### config.mk
export PLATFORM = sky130hd
export DESIGN_NAME = cbb_unit
export DESIGN_NICKNAME = d
export VERILOG_FILES = /design/src/hdl/cbb_pkg.sv /design/src/hdl/cbb_unit.sv /design/src/hdl/cbb_flag_alu.sv
export VERILOG_INCLUDE_DIRS = /design/src /design/src/hdl
export SDC_FILE = /design/constraint.sdc
export NUM_CORES = 1
export LEC_CHECK = 0
export ABC_CLOCK_PERIOD_IN_PS = 7000
export BUFFER_PORTS_ARGS = -buffer_cell sky130_fd_sc_hd__buf_2
export CORE_MARGIN = 2
export CORE_UTILIZATION = 62
export CTS_CLUSTER_DIAMETER = 80
export DETAILED_ROUTE_END_ITERATION = 7
export GPL_ROUTABILITY_DRIVEN = 0
export GPL_TIMING_DRIVEN = 0
export PLACE_DENSITY = 0.87
export SYNTH_ARGS = -nofsm -noshare
export SYNTH_HDL_FRONTEND = slang
export SYNTH_SLANG_ARGS = --single-unit
### constraint.sdc
create_clock -name clk -period 7 [get_ports clk]
set_input_delay 1.4 -clock clk [delete_from_list [all_inputs] [get_ports clk]]
set_output_delay 1.4 -clock clk [all_outputs]
set_load 0.1 [all_outputs]
### src/hdl/cbb_map.svh
`ifndef CBB_MAP_SVH
`define CBB_MAP_SVH

// Status register bit positions
`define CBB_FLAG_C 0
`define CBB_FLAG_Z 1
`define CBB_FLAG_N 2
`define CBB_FLAG_V 3
`define CBB_FLAG_S 4
`define CBB_FLAG_H 5
`define CBB_FLAG_T 6
`define CBB_FLAG_I 7

// Register port addresses
`define CBB_ADDR_STATUS_REG 4'h0
`define CBB_ADDR_CTRL       4'h1
`define CBB_ADDR_STAT       4'h2
`define CBB_ADDR_PC_LO      4'h3
`define CBB_ADDR_PC_HI      4'h4
`define CBB_ADDR_TAKEN_CNT  4'h5

// Register fields and reset values
`define CBB_CTRL_EN          0
`define CBB_STAT_BUSY        0
`define CBB_STAT_TAKEN       1
`define CBB_CTRL_RST         8'h01
`define CBB_STATUS_REG_RST   8'h00
`define CBB_ZERO_BYTE        8'h00

// Cycle counts per instruction class
`define CBB_CYC_BASE   2'h1
`define CBB_CYC_BRANCH 2'h2
`define CBB_CYC_SKIP1  2'h2
`define CBB_CYC_SKIP2  2'h3
`define CBB_CYC_IO_BIT 2'h2

// Program counter steps in words
`define CBB_LEN_1W 1
`define CBB_LEN_2W 2

`endif

### src/hdl/cbb_pkg.sv
package cbb_pkg;

	typedef enum logic [5:0] {
		OP_NOP                        = 6'h00,
		OP_COMPARE_SKIP_EQUAL         = 6'h01,
		OP_COMPARE_REGS               = 6'h02,
		OP_COMPARE_REGS_WITH_CARRY    = 6'h03,
		OP_COMPARE_IMMEDIATE          = 6'h04,
		OP_SKIP_REG_BIT_CLEAR         = 6'h05,
		OP_SKIP_REG_BIT_SET           = 6'h06,
		OP_SKIP_IO_BIT_CLEAR          = 6'h07,
		OP_SKIP_IO_BIT_SET            = 6'h08,
		OP_BRANCH_FLAG_INDEX_SET      = 6'h09,
		OP_BRANCH_FLAG_INDEX_CLEAR    = 6'h0A,
		OP_BRANCH_EQUAL               = 6'h0B,
		OP_BRANCH_NOT_EQUAL           = 6'h0C,
		OP_BRANCH_CARRY_SET           = 6'h0D,
		OP_BRANCH_CARRY_CLEAR         = 6'h0E,
		OP_BRANCH_SAME_OR_HIGHER      = 6'h0F,
		OP_BRANCH_LOWER               = 6'h10,
		OP_BRANCH_MINUS               = 6'h11,
		OP_BRANCH_PLUS                = 6'h12,
		OP_BRANCH_GREATER_EQUAL_SIGNED = 6'h13,
		OP_BRANCH_LESS_SIGNED         = 6'h14,
		OP_BRANCH_HALF_CARRY_SET      = 6'h15,
		OP_BRANCH_HALF_CARRY_CLEAR    = 6'h16,
		OP_BRANCH_TRANSFER_FLAG_SET   = 6'h17,
		OP_BRANCH_TRANSFER_FLAG_CLEAR = 6'h18,
		OP_BRANCH_OVERFLOW_SET        = 6'h19,
		OP_BRANCH_OVERFLOW_CLEAR      = 6'h1A,
		OP_BRANCH_INT_ENABLED         = 6'h1B,
		OP_BRANCH_INT_DISABLED        = 6'h1C,
		OP_SET_IO_BIT                 = 6'h1D,
		OP_CLEAR_IO_BIT               = 6'h1E,
		OP_LOGICAL_SHIFT_LEFT         = 6'h20,
		OP_LOGICAL_SHIFT_RIGHT        = 6'h21,
		OP_ROTATE_LEFT_CARRY          = 6'h22,
		OP_ROTATE_RIGHT_CARRY         = 6'h23,
		OP_ARITH_SHIFT_RIGHT          = 6'h24
	} cbb_op_e;

	typedef enum logic {
		ST_IDLE = 1'h0,
		ST_BUSY = 1'h1
	} cbb_state_e;

	typedef logic [15:0] cbb_pc_t;

	typedef struct packed {
		cbb_op_e    op;
		logic [7:0] rd_val;
		logic [7:0] rr_val;
		logic [7:0] imm;
		logic [2:0] bit_sel;
		logic [2:0] flag_sel;
		logic [6:0] k;
		logic [7:0] io_addr;
		logic [7:0] io_val;
		logic       next_two_word;
		cbb_pc_t    pc;
	} cbb_issue_s;

	typedef struct packed {
		cbb_pc_t    pc_next;
		logic       taken;
		logic       rd_wr;
		logic [7:0] rd_data;
		logic       io_wr;
		logic [7:0] io_addr;
		logic [7:0] io_data;
	} cbb_result_s;

endpackage : cbb_pkg

### src/hdl/cbb_unit.sv
// Functional notes
// - Compare-skip-equal skips on equal registers; no flags; 1-3 cycles.
// - Compares subtract without writeback, update Z N V C H, one cycle.
// - Register bit skips test a bit, skip on clear or set; no flags.
// - I/O bit skips test an I/O bit, skip on clear or set; no flags.
// - Indexed flag branches go to PC plus offset plus one; no flags.
// - Named branches test Z, C or N set or clear; one or two cycles.
// - Signed branches use N xor V: zero for greater-equal, one for less.
// - Further branches test H, T or V, each set and clear variant.
// - Interrupt-state branches test the global interrupt flag; no flags.
// - I/O set and clear force one bit, keep the rest, two cycles.
// - Left shift fills zero, left rotate fills carry; update Z C N V.
// - Right shifts fill bit 7 with zero, carry, or itself (arithmetic).
//
// Implementation choices: the register offsets and the strobed register port.
`timescale 1ns/10ps
`default_nettype none
`include "cbb_map.svh"

module cbb_unit
	import cbb_pkg::*;
#(
	parameter int PC_W = 16
)
(
	input  wire logic        clk,
	input  wire logic        rst,
	input  wire logic        ce,
	input  wire logic        issue_valid,
	input  wire cbb_issue_s  issue,
	output logic             issue_ready,
	output logic             res_valid,
	output cbb_result_s      res,
	output logic [7:0]       status_register,
	input  wire logic [3:0]  reg_addr,
	input  wire logic [7:0]  reg_wdata,
	input  wire logic        reg_wr,
	input  wire logic        reg_rd,
	output logic [7:0]       reg_rdata
);

	if (PC_W < 8 || PC_W > 16) begin : g_pc_w_check
		$error("cbb_unit: PC_W must lie between 8 and 16");
	end

	cbb_state_e       state_q;
	logic [1:0]       cnt_q;
	cbb_result_s      pend_q;
	cbb_result_s      res_q;
	logic             res_valid_q;
	logic [7:0]       status_register_q;
	logic [7:0]       ctrl_q;
	logic             last_taken_q;
	logic [7:0]       taken_cnt_q;
	logic [7:0]       rdata_q;

	logic             take;
	logic             hit;
	logic             is_skip;
	logic             is_branch;
	logic             is_io_bit;
	logic [1:0]       cyc;
	logic [PC_W-1:0]  pc_cur;
	logic [PC_W-1:0]  pc_inc;
	logic [PC_W-1:0]  pc_new;
	logic [PC_W-1:0]  k_ext;
	logic [7:0]       alu_b;
	logic [7:0]       alu_res;
	logic [7:0]       alu_flags;
	logic             alu_flags_wr;
	logic [7:0]       io_forced;
	cbb_result_s      calc;
	logic [7:0]       fl;

	assign fl = status_register_q;
	assign issue_ready = (state_q == ST_IDLE) & ctrl_q[`CBB_CTRL_EN];
	assign take = ce & issue_valid & issue_ready;
	assign res_valid = res_valid_q;
	assign res = res_q;
	assign status_register = status_register_q;
	assign reg_rdata = rdata_q;

	assign alu_b = (issue.op == OP_COMPARE_IMMEDIATE) ? issue.imm
		: issue.rr_val;

	cbb_flag_alu i_cbb_flag_alu (
		.op        (issue.op),
		.a         (issue.rd_val),
		.b         (alu_b),
		.flags_in  (status_register_q),
		.result    (alu_res),
		.flags_out (alu_flags),
		.flags_wr  (alu_flags_wr)
	);

	// One bit forced, all others pass through
	for (genvar i = 0; i < 8; i++) begin : g_io_bit
		assign io_forced[i] = (issue.bit_sel == 3'(i))
			? (issue.op == OP_SET_IO_BIT) : issue.io_val[i];
	end

	// Condition of each skip and branch
	always_comb begin
		hit = 1'b0;
		is_skip = 1'b0;
		is_branch = 1'b0;
		is_io_bit = 1'b0;
		case (issue.op)
			OP_COMPARE_SKIP_EQUAL: begin
				is_skip = 1'b1;
				hit = (issue.rd_val == issue.rr_val);
			end
			OP_SKIP_REG_BIT_CLEAR: begin
				is_skip = 1'b1;
				hit = ~issue.rr_val[issue.bit_sel];
			end
			OP_SKIP_REG_BIT_SET: begin
				is_skip = 1'b1;
				hit = issue.rr_val[issue.bit_sel];
			end
			OP_SKIP_IO_BIT_CLEAR: begin
				is_skip = 1'b1;
				hit = ~issue.io_val[issue.bit_sel];
			end
			OP_SKIP_IO_BIT_SET: begin
				is_skip = 1'b1;
				hit = issue.io_val[issue.bit_sel];
			end
			OP_BRANCH_FLAG_INDEX_SET: begin
				is_branch = 1'b1;
				hit = fl[issue.flag_sel];
			end
			OP_BRANCH_FLAG_INDEX_CLEAR: begin
				is_branch = 1'b1;
				hit = ~fl[issue.flag_sel];
			end
			OP_BRANCH_EQUAL: begin
				is_branch = 1'b1;
				hit = fl[`CBB_FLAG_Z];
			end
			OP_BRANCH_NOT_EQUAL: begin
				is_branch = 1'b1;
				hit = ~fl[`CBB_FLAG_Z];
			end
			OP_BRANCH_CARRY_SET,
			OP_BRANCH_LOWER: begin
				is_branch = 1'b1;
				hit = fl[`CBB_FLAG_C];
			end
			OP_BRANCH_CARRY_CLEAR,
			OP_BRANCH_SAME_OR_HIGHER: begin
				is_branch = 1'b1;
				hit = ~fl[`CBB_FLAG_C];
			end
			OP_BRANCH_MINUS: begin
				is_branch = 1'b1;
				hit = fl[`CBB_FLAG_N];
			end
			OP_BRANCH_PLUS: begin
				is_branch = 1'b1;
				hit = ~fl[`CBB_FLAG_N];
			end
			OP_BRANCH_GREATER_EQUAL_SIGNED: begin
				is_branch = 1'b1;
				hit = ~(fl[`CBB_FLAG_N] ^ fl[`CBB_FLAG_V]);
			end
			OP_BRANCH_LESS_SIGNED: begin
				is_branch = 1'b1;
				hit = fl[`CBB_FLAG_N] ^ fl[`CBB_FLAG_V];
			end
			OP_BRANCH_HALF_CARRY_SET: begin
				is_branch = 1'b1;
				hit = fl[`CBB_FLAG_H];
			end
			OP_BRANCH_HALF_CARRY_CLEAR: begin
				is_branch = 1'b1;
				hit = ~fl[`CBB_FLAG_H];
			end
			OP_BRANCH_TRANSFER_FLAG_SET: begin
				is_branch = 1'b1;
				hit = fl[`CBB_FLAG_T];
			end
			OP_BRANCH_TRANSFER_FLAG_CLEAR: begin
				is_branch = 1'b1;
				hit = ~fl[`CBB_FLAG_T];
			end
			OP_BRANCH_OVERFLOW_SET: begin
				is_branch = 1'b1;
				hit = fl[`CBB_FLAG_V];
			end
			OP_BRANCH_OVERFLOW_CLEAR: begin
				is_branch = 1'b1;
				hit = ~fl[`CBB_FLAG_V];
			end
			OP_BRANCH_INT_ENABLED: begin
				is_branch = 1'b1;
				hit = fl[`CBB_FLAG_I];
			end
			OP_BRANCH_INT_DISABLED: begin
				is_branch = 1'b1;
				hit = ~fl[`CBB_FLAG_I];
			end
			OP_SET_IO_BIT,
			OP_CLEAR_IO_BIT: begin
				is_io_bit = 1'b1;
			end
			default: begin
				hit = 1'b0;
			end
		endcase
	end

	// Next program counter and cycle count
	always_comb begin
		pc_cur = issue.pc[PC_W-1:0];
		pc_inc = pc_cur + PC_W'(`CBB_LEN_1W);
		k_ext = {{(PC_W-7){issue.k[6]}}, issue.k};
		pc_new = pc_inc;
		cyc = `CBB_CYC_BASE;
		if (is_skip && hit) begin
			if (issue.next_two_word) begin
				pc_new = pc_inc + PC_W'(`CBB_LEN_2W);
				cyc = `CBB_CYC_SKIP2;
			end else begin
				pc_new = pc_inc + PC_W'(`CBB_LEN_1W);
				cyc = `CBB_CYC_SKIP1;
			end
		end else if (is_branch && hit) begin
			pc_new = pc_inc + k_ext;
			cyc = `CBB_CYC_BRANCH;
		end else if (is_io_bit) begin
			cyc = `CBB_CYC_IO_BIT;
		end
	end

	// Answer assembled in the cycle the instruction is taken
	always_comb begin
		calc = '0;
		calc.pc_next = cbb_pc_t'(pc_new);
		calc.taken = (is_skip | is_branch) & hit;
		calc.rd_wr = alu_flags_wr & (issue.op >= OP_LOGICAL_SHIFT_LEFT);
		calc.rd_data = calc.rd_wr ? alu_res : `CBB_ZERO_BYTE;
		calc.io_wr = is_io_bit;
		calc.io_addr = issue.io_addr;
		calc.io_data = is_io_bit ? io_forced : `CBB_ZERO_BYTE;
	end

	// Sequencer: holds the answer back for multi-cycle instructions
	always_ff @(posedge clk or posedge rst) begin
		if (rst) begin
			state_q <= ST_IDLE;
			cnt_q <= 2'h0;
			pend_q <= '0;
		end else if (ce) begin
			case (state_q)
				ST_IDLE: begin
					if (take && cyc != `CBB_CYC_BASE) begin
						state_q <= ST_BUSY;
						cnt_q <= cyc - 2'h2;
						pend_q <= calc;
					end
				end
				ST_BUSY: begin
					if (cnt_q == 2'h0) begin
						state_q <= ST_IDLE;
					end else begin
						cnt_q <= cnt_q - 2'h1;
					end
				end
				default: begin
					state_q <= ST_IDLE;
				end
			endcase
		end
	end

	always_ff @(posedge clk or posedge rst) begin
		if (rst) begin
			res_valid_q <= 1'b0;
			res_q <= '0;
		end else if (ce) begin
			res_valid_q <= 1'b0;
			if (take && cyc == `CBB_CYC_BASE) begin
				res_valid_q <= 1'b1;
				res_q <= calc;
			end else if (state_q == ST_BUSY && cnt_q == 2'h0) begin
				res_valid_q <= 1'b1;
				res_q <= pend_q;
			end
		end
	end

	// Instruction update wins over a software write in the same cycle
	always_ff @(posedge clk or posedge rst) begin
		if (rst) begin
			status_register_q <= `CBB_STATUS_REG_RST;
		end else if (ce) begin
			if (take && alu_flags_wr) begin
				status_register_q <= alu_flags;
			end else if (reg_wr && reg_addr == `CBB_ADDR_STATUS_REG) begin
				status_register_q <= reg_wdata;
			end
		end
	end

	always_ff @(posedge clk or posedge rst) begin
		if (rst) begin
			ctrl_q <= `CBB_CTRL_RST;
		end else if (ce) begin
			if (reg_wr && reg_addr == `CBB_ADDR_CTRL) begin
				ctrl_q <= reg_wdata;
			end
		end
	end

	// Taken counter: an increment wins over a clearing write
	always_ff @(posedge clk or posedge rst) begin
		if (rst) begin
			last_taken_q <= 1'b0;
			taken_cnt_q <= `CBB_ZERO_BYTE;
		end else if (ce) begin
			if (take) begin
				last_taken_q <= calc.taken;
			end
			if (take && calc.taken) begin
				taken_cnt_q <= taken_cnt_q + 8'h01;
			end else if (reg_wr && reg_addr == `CBB_ADDR_TAKEN_CNT) begin
				taken_cnt_q <= `CBB_ZERO_BYTE;
			end
		end
	end

	always_ff @(posedge clk or posedge rst) begin
		if (rst) begin
			rdata_q <= `CBB_ZERO_BYTE;
		end else if (ce) begin
			rdata_q <= `CBB_ZERO_BYTE;
			if (reg_rd) begin
				case (reg_addr)
					`CBB_ADDR_STATUS_REG: rdata_q <= status_register_q;
					`CBB_ADDR_CTRL:       rdata_q <= ctrl_q;
					`CBB_ADDR_STAT: begin
						rdata_q[`CBB_STAT_BUSY] <= (state_q == ST_BUSY);
						rdata_q[`CBB_STAT_TAKEN] <= last_taken_q;
					end
					`CBB_ADDR_PC_LO:      rdata_q <= res_q.pc_next[7:0];
					`CBB_ADDR_PC_HI:      rdata_q <= res_q.pc_next[15:8];
					`CBB_ADDR_TAKEN_CNT:  rdata_q <= taken_cnt_q;
					default:              rdata_q <= `CBB_ZERO_BYTE;
				endcase
			end
		end
	end

endmodule : cbb_unit

`default_nettype wire

### src/hdl/cbb_flag_alu.sv
`timescale 1ns/10ps
`default_nettype none
`include "cbb_map.svh"

module cbb_flag_alu
	import cbb_pkg::*;
(
	input  wire cbb_op_e    op,
	input  wire logic [7:0] a,
	input  wire logic [7:0] b,
	input  wire logic [7:0] flags_in,
	output logic [7:0]      result,
	output logic [7:0]      flags_out,
	output logic            flags_wr
);

	logic [8:0] diff;
	logic       cin;
	logic       cy;

	assign cin = flags_in[`CBB_FLAG_C];

	always_comb begin
		cy = (op == OP_COMPARE_REGS_WITH_CARRY) ? cin : 1'b0;
		diff = {1'b0, a} - {1'b0, b} - {8'h00, cy};
		result = diff[7:0];
		flags_out = flags_in;
		flags_wr = 1'b0;
		case (op)
			OP_COMPARE_REGS,
			OP_COMPARE_REGS_WITH_CARRY,
			OP_COMPARE_IMMEDIATE: begin
				flags_wr = 1'b1;
				flags_out[`CBB_FLAG_C] = diff[8];
				flags_out[`CBB_FLAG_N] = diff[7];
				flags_out[`CBB_FLAG_H] = (~a[3] & b[3]) | (b[3] & diff[3])
					| (diff[3] & ~a[3]);
				flags_out[`CBB_FLAG_V] = (a[7] & ~b[7] & ~diff[7])
					| (~a[7] & b[7] & diff[7]);
				// With carry, zero only survives a chain of zero results
				if (op == OP_COMPARE_REGS_WITH_CARRY) begin
					flags_out[`CBB_FLAG_Z] = (diff[7:0] == 8'h00)
						& flags_in[`CBB_FLAG_Z];
				end else begin
					flags_out[`CBB_FLAG_Z] = (diff[7:0] == 8'h00);
				end
			end
			OP_LOGICAL_SHIFT_LEFT,
			OP_ROTATE_LEFT_CARRY,
			OP_LOGICAL_SHIFT_RIGHT,
			OP_ROTATE_RIGHT_CARRY,
			OP_ARITH_SHIFT_RIGHT: begin
				flags_wr = 1'b1;
				case (op)
					OP_LOGICAL_SHIFT_LEFT: begin
						result = {a[6:0], 1'b0};
						flags_out[`CBB_FLAG_C] = a[7];
					end
					OP_ROTATE_LEFT_CARRY: begin
						result = {a[6:0], cin};
						flags_out[`CBB_FLAG_C] = a[7];
					end
					OP_LOGICAL_SHIFT_RIGHT: begin
						result = {1'b0, a[7:1]};
						flags_out[`CBB_FLAG_C] = a[0];
					end
					OP_ROTATE_RIGHT_CARRY: begin
						result = {cin, a[7:1]};
						flags_out[`CBB_FLAG_C] = a[0];
					end
					default: begin
						result = {a[7], a[7:1]};
						flags_out[`CBB_FLAG_C] = a[0];
					end
				endcase
				flags_out[`CBB_FLAG_N] = result[7];
				flags_out[`CBB_FLAG_Z] = (result == 8'h00);
				flags_out[`CBB_FLAG_V] = result[7] ^ flags_out[`CBB_FLAG_C];
			end
			default: begin
				flags_wr = 1'b0;
			end
		endcase
	end

endmodule : cbb_flag_alu

`default_nettype wire

==> qor_table.md <==
| Item | Value | Unit |
| --- | --- | --- |
| Final setup vio count | 0 | - |
| Critical path launch point type | primary input | - |
| Switching power | 0.00163 | W |
| RR Startpoint | status_register[0]$_DFFE_PP0P_ | - |
| Clock Root Buffer | sky130_fd_sc_hd__clkbuf_16 | - |
| DR iter-0 viols | 1008 | - |
| Largest net degree at the start of global routing | 91 | - |
| Number of max-slew violations in the final report | 0 | - |
| Leakage power of the design | 4.86 | nW |
| Most common library cell in the layout ignoring fill and taps | sky130_fd_sc_hd__buf_2 | - |
| IO buf count | 146 | - |
| Global router's overall resource usage | 0.348 | - |
| Sequential element share of the synthesized area | 0.347 | - |
| Proportion of register bits with asynchronous set or reset after synthesis | 1.00 | - |
| Yosys synthesis warning count | 0 | - |
| Mapped Area | 8870 | um^2 |
| Placed cell area | 9850 | um^2 |
| Mapped Nets | 1143 | - |
| Share of final-layout standard cells stronger than drive strength 1 | 0.210 | - |
| Antenna violation net count after detailed routing | 0 | - |
| Height of the chip | 124 | um |
| Number of fillers in the final layout | 999 | - |
| Largest driver fanout on the critical path | 10 | - |
| Post-CTS setup buffer count | 0 | - |
| Transition at the pin with the smallest max-transition slack | 1.20 | ns |
| Final hold violation count | 0 | - |
| Share of total power consumed by net switching | 0.475 | - |
| Wire length of the first global-routing pass | 41200 | um |
| Buffer levels on the longest clock path | 2 | - |
| CTS resizes | 0 | - |
| Flip-flop and latch count after synthesis | 123 | - |
| Drt drc | 0 | - |
| RSZ-0062 raised after global routing | no | - |
| Mean routed wirelength per cell | 19.3 | um |
| Logic pwr share | 0.431 | - |
| Arrival time at the worst endpoint | 5.29 | ns |
| Synthesized instance count | 1011 | - |
| EDFF count, synth | 0 | - |
| Area inside the core boundary | 13900 | um^2 |
| Max-cap violations | 0 | - |
| Startpoint of the most critical hold path | res[9]$_DFFE_PP0P_ | - |
| Critical path endpoint category | flip-flop | - |
| Tmin final | 4.99 | ns |
| Total half-perimeter wirelength after legalization and detailed placement | 19600 | um |
| Normalized max-slew margin | 0.197 | - |
| Wire length after detailed routing | 26400 | um |
| Clock sinks | 123 | - |
| Hold Crit Class | reg -> reg | - |
| Startpoint of the worst setup timing path | issue[75] | - |
| Die Width | 124 | um |
| Layout-stage area growth over the synthesis result | 18.0 | % |
| Sequential group share of total power | 0.305 | - |
| Final worst clock skew | 0.00709 | ns |
| I/O pin count | 155 | - |
| Most frequent cells in the layout | 162 x sky130_fd_sc_hd__buf_2, 122 x sky130_fd_sc_hd__dfrtp_1, 117 x sky130_fd_sc_hd__nand2_1 | - |
| Starting density of the core | 0.636 | - |
| Crit share post-route | 0.712 | - |
| Pre-Repair DR Iteration Count | 7 | - |
| Via count of the first global-routing pass | 8229 | - |
| Number of nets in the layout | 1309 | - |
| Post-cts hold buffer count | 0 | - |
| Clock tree from TritonCTS | yes | - |
| Number of H-tree levels | 4 | - |
| Source-to-sink clock delay at the later pin of the worst-skew pair | 0.42 | ns |
| Overall overflow remaining after global route | 0 | - |
| Summed negative setup slack over all endpoints | 0 | ns |
| Via count | 8819 | - |
| CTS Buf Count | 17 | - |
| Worst-case vdd ir drop | 223 | uV |
| Site row count | 43 | - |
| Power share of the clock group | 0.264 | - |
| FMAX | 201 | MHz |
| Worst Path Class, Setup | in -> reg | - |
| Antenna violations before repair | 2 | - |
| Finished Cell Area | 10500 | um^2 |
| Clock-pin transition on the worst setup and hold timing paths | 0.06 | ns |
| Cell Int Power | 0.00180 | W |
| Top FF cell, synth | sky130_fd_sc_hd__dfrtp_1 | - |
| Data required time of the worst path | 7.31 | ns |
| Floorplan die area | 15300 | um^2 |
| Status | complete, no violations | - |
| Synth unique cells | 79 | - |
| Via density per instance | 6.44 | - |
| Power density over the cells | 328 | nW/um^2 |
| Syn avg cell area | 8.77 | um^2 |
==> synthesized netlist by cell type (all sizes together) (4+ instances only) <==
cell	count	area share
nand2	118	0.050
o21a	6	0.0051
clkbuf	35	0.015
a211oi	6	0.0051
xnor2	29	0.029
buf	23	0.016
nor2b	14	0.0099
mux2i	28	0.032
nor3	29	0.016
nand3	32	0.018
nand2b	18	0.013
mux2	35	0.044
dfrtp	122	0.34
nor4b	4	0.0040
a311oi	4	0.0059
a21o	19	0.016
o21bai	4	0.0034
xor2	16	0.016
a221o	9	0.010
a32oi	4	0.0040
nor3b	7	0.0059
a21oi	63	0.037
or3	11	0.0078
nand4	10	0.0071
a21boi	9	0.0076
inv	55	0.023
or4	8	0.0068
a31oi	13	0.0092
nor2	64	0.027
and2	12	0.0085
and3	10	0.0071
a222oi	6	0.0068
o22ai	11	0.0078
nor4	15	0.012
ha	35	0.049
o21ai	40	0.023
a22o	23	0.023
o31ai	14	0.012
==> per-layer routing <==
layer / GRT usage / wire (um) / vias to the layer above
met5: 0 / 0 / -
met3: 0.0636 / 2390 / 101
met2: 0.565 / 12400 / 508
li1: - / - / 4015
met1: 0.455 / 10600 / 4195
met4: 0.153 / 1040 / 0
==> power groups by stage <==
stage	logic, W	clock network (W)	registers (W)
3_5_place_dp	0.00146	0	0.00104
2_1_floorplan	0.000483	0	0.00169
5_1_grt	0.00155	0.000938	0.00106
6_report	0.00148	0.000904	0.00105
4_1_cts	0.00147	0.000898	0.00103
3_3_place_gp	0.00143	0	0.00104
==> sequential cells by signal (all words and copies together), names as in the netlist <==
signal,flops
last_taken_q,1
ctrl_q,8
reg_rdata,8
cnt_q,2
status_register,8
state_q,1
pend_q,43
res,43
taken_cnt_q,8
res_valid,1
==> final timing paths <==
path,to,slack (ns),cells after the start
worst max-delay path,status_register[3]$_DFFE_PP0P_,2.01,16
worst min-delay path,res[9]$_DFFE_PP0P_,0.47,1
worst max register to register,res[17]$_DFFE_PP0P_,3.43,9
worst min register to register,res[9]$_DFFE_PP0P_,0.47,1
max in group asynchronous,ctrl_q[0]$_DFFE_PP1P_,5.30,3
min in group asynchronous,taken_cnt_q[6]$_DFFE_PP0P_,0.95,2
==> cell families after synthesis <==
kind of cell,share of synthesized area
buffers and inverters,0.0543
flip-flops,0.347
XOR/XNOR,0.0445
AND/OR/NAND/NOR,0.204
adder cells (fa/ha/maj),0.0562
multiplexers,0.0811
AO/OA/AOI/OAI,0.213
==> critical path: stages <==
cell and delay [ns]:
sky130_fd_sc_hd__buf_2 0.14, sky130_fd_sc_hd__clkbuf_1 0.22, sky130_fd_sc_hd__nor2_1 0.32, sky130_fd_sc_hd__nand3_1 0.40, sky130_fd_sc_hd__mux2_2 0.42, sky130_fd_sc_hd__fa_1 0.43
sky130_fd_sc_hd__inv_1 0.08, sky130_fd_sc_hd__ha_1 0.23, sky130_fd_sc_hd__nand2_1 0.09, sky130_fd_sc_hd__a21boi_0 0.11, sky130_fd_sc_hd__o21a_1 0.20, sky130_fd_sc_hd__o2111a_1 0.23
sky130_fd_sc_hd__a311oi_1 0.47, sky130_fd_sc_hd__mux2i_1 0.27, sky130_fd_sc_hd__a211oi_1 0.10, sky130_fd_sc_hd__a21o_1 0.19
==> area by class of cell <==
type	count	area, um^2	area share
diodes	2	5.00	0.000478
plain buffers	58	275	0.0263
clock buffers	18	439	0.0420
clock inverters	12	163	0.0155
inverters	55	211	0.0202
multi-input cells	775	5310	0.507
flip-flops and latches	123	3080	0.294
well taps	180	225	0.0215
repair buffers	147	758	0.0725
==> through the flow <==
step                      worst slack [ns]  power (W)  hold slack, ns  instances  utilization
final                                 2.01    0.00343           0.469       1370        0.751
after global routing                  1.74    0.00355           0.499       1369        0.751
after CTS                             2.05    0.00340           0.473       1368        0.750
after detailed placement              1.65    0.00250           0.460       1338        0.707
after global placement                1.08    0.00247           0.455       1337        0.705
after floorplan                       2.21    0.00217           0.447       1011            -
(Power assumes the default switching activity.)
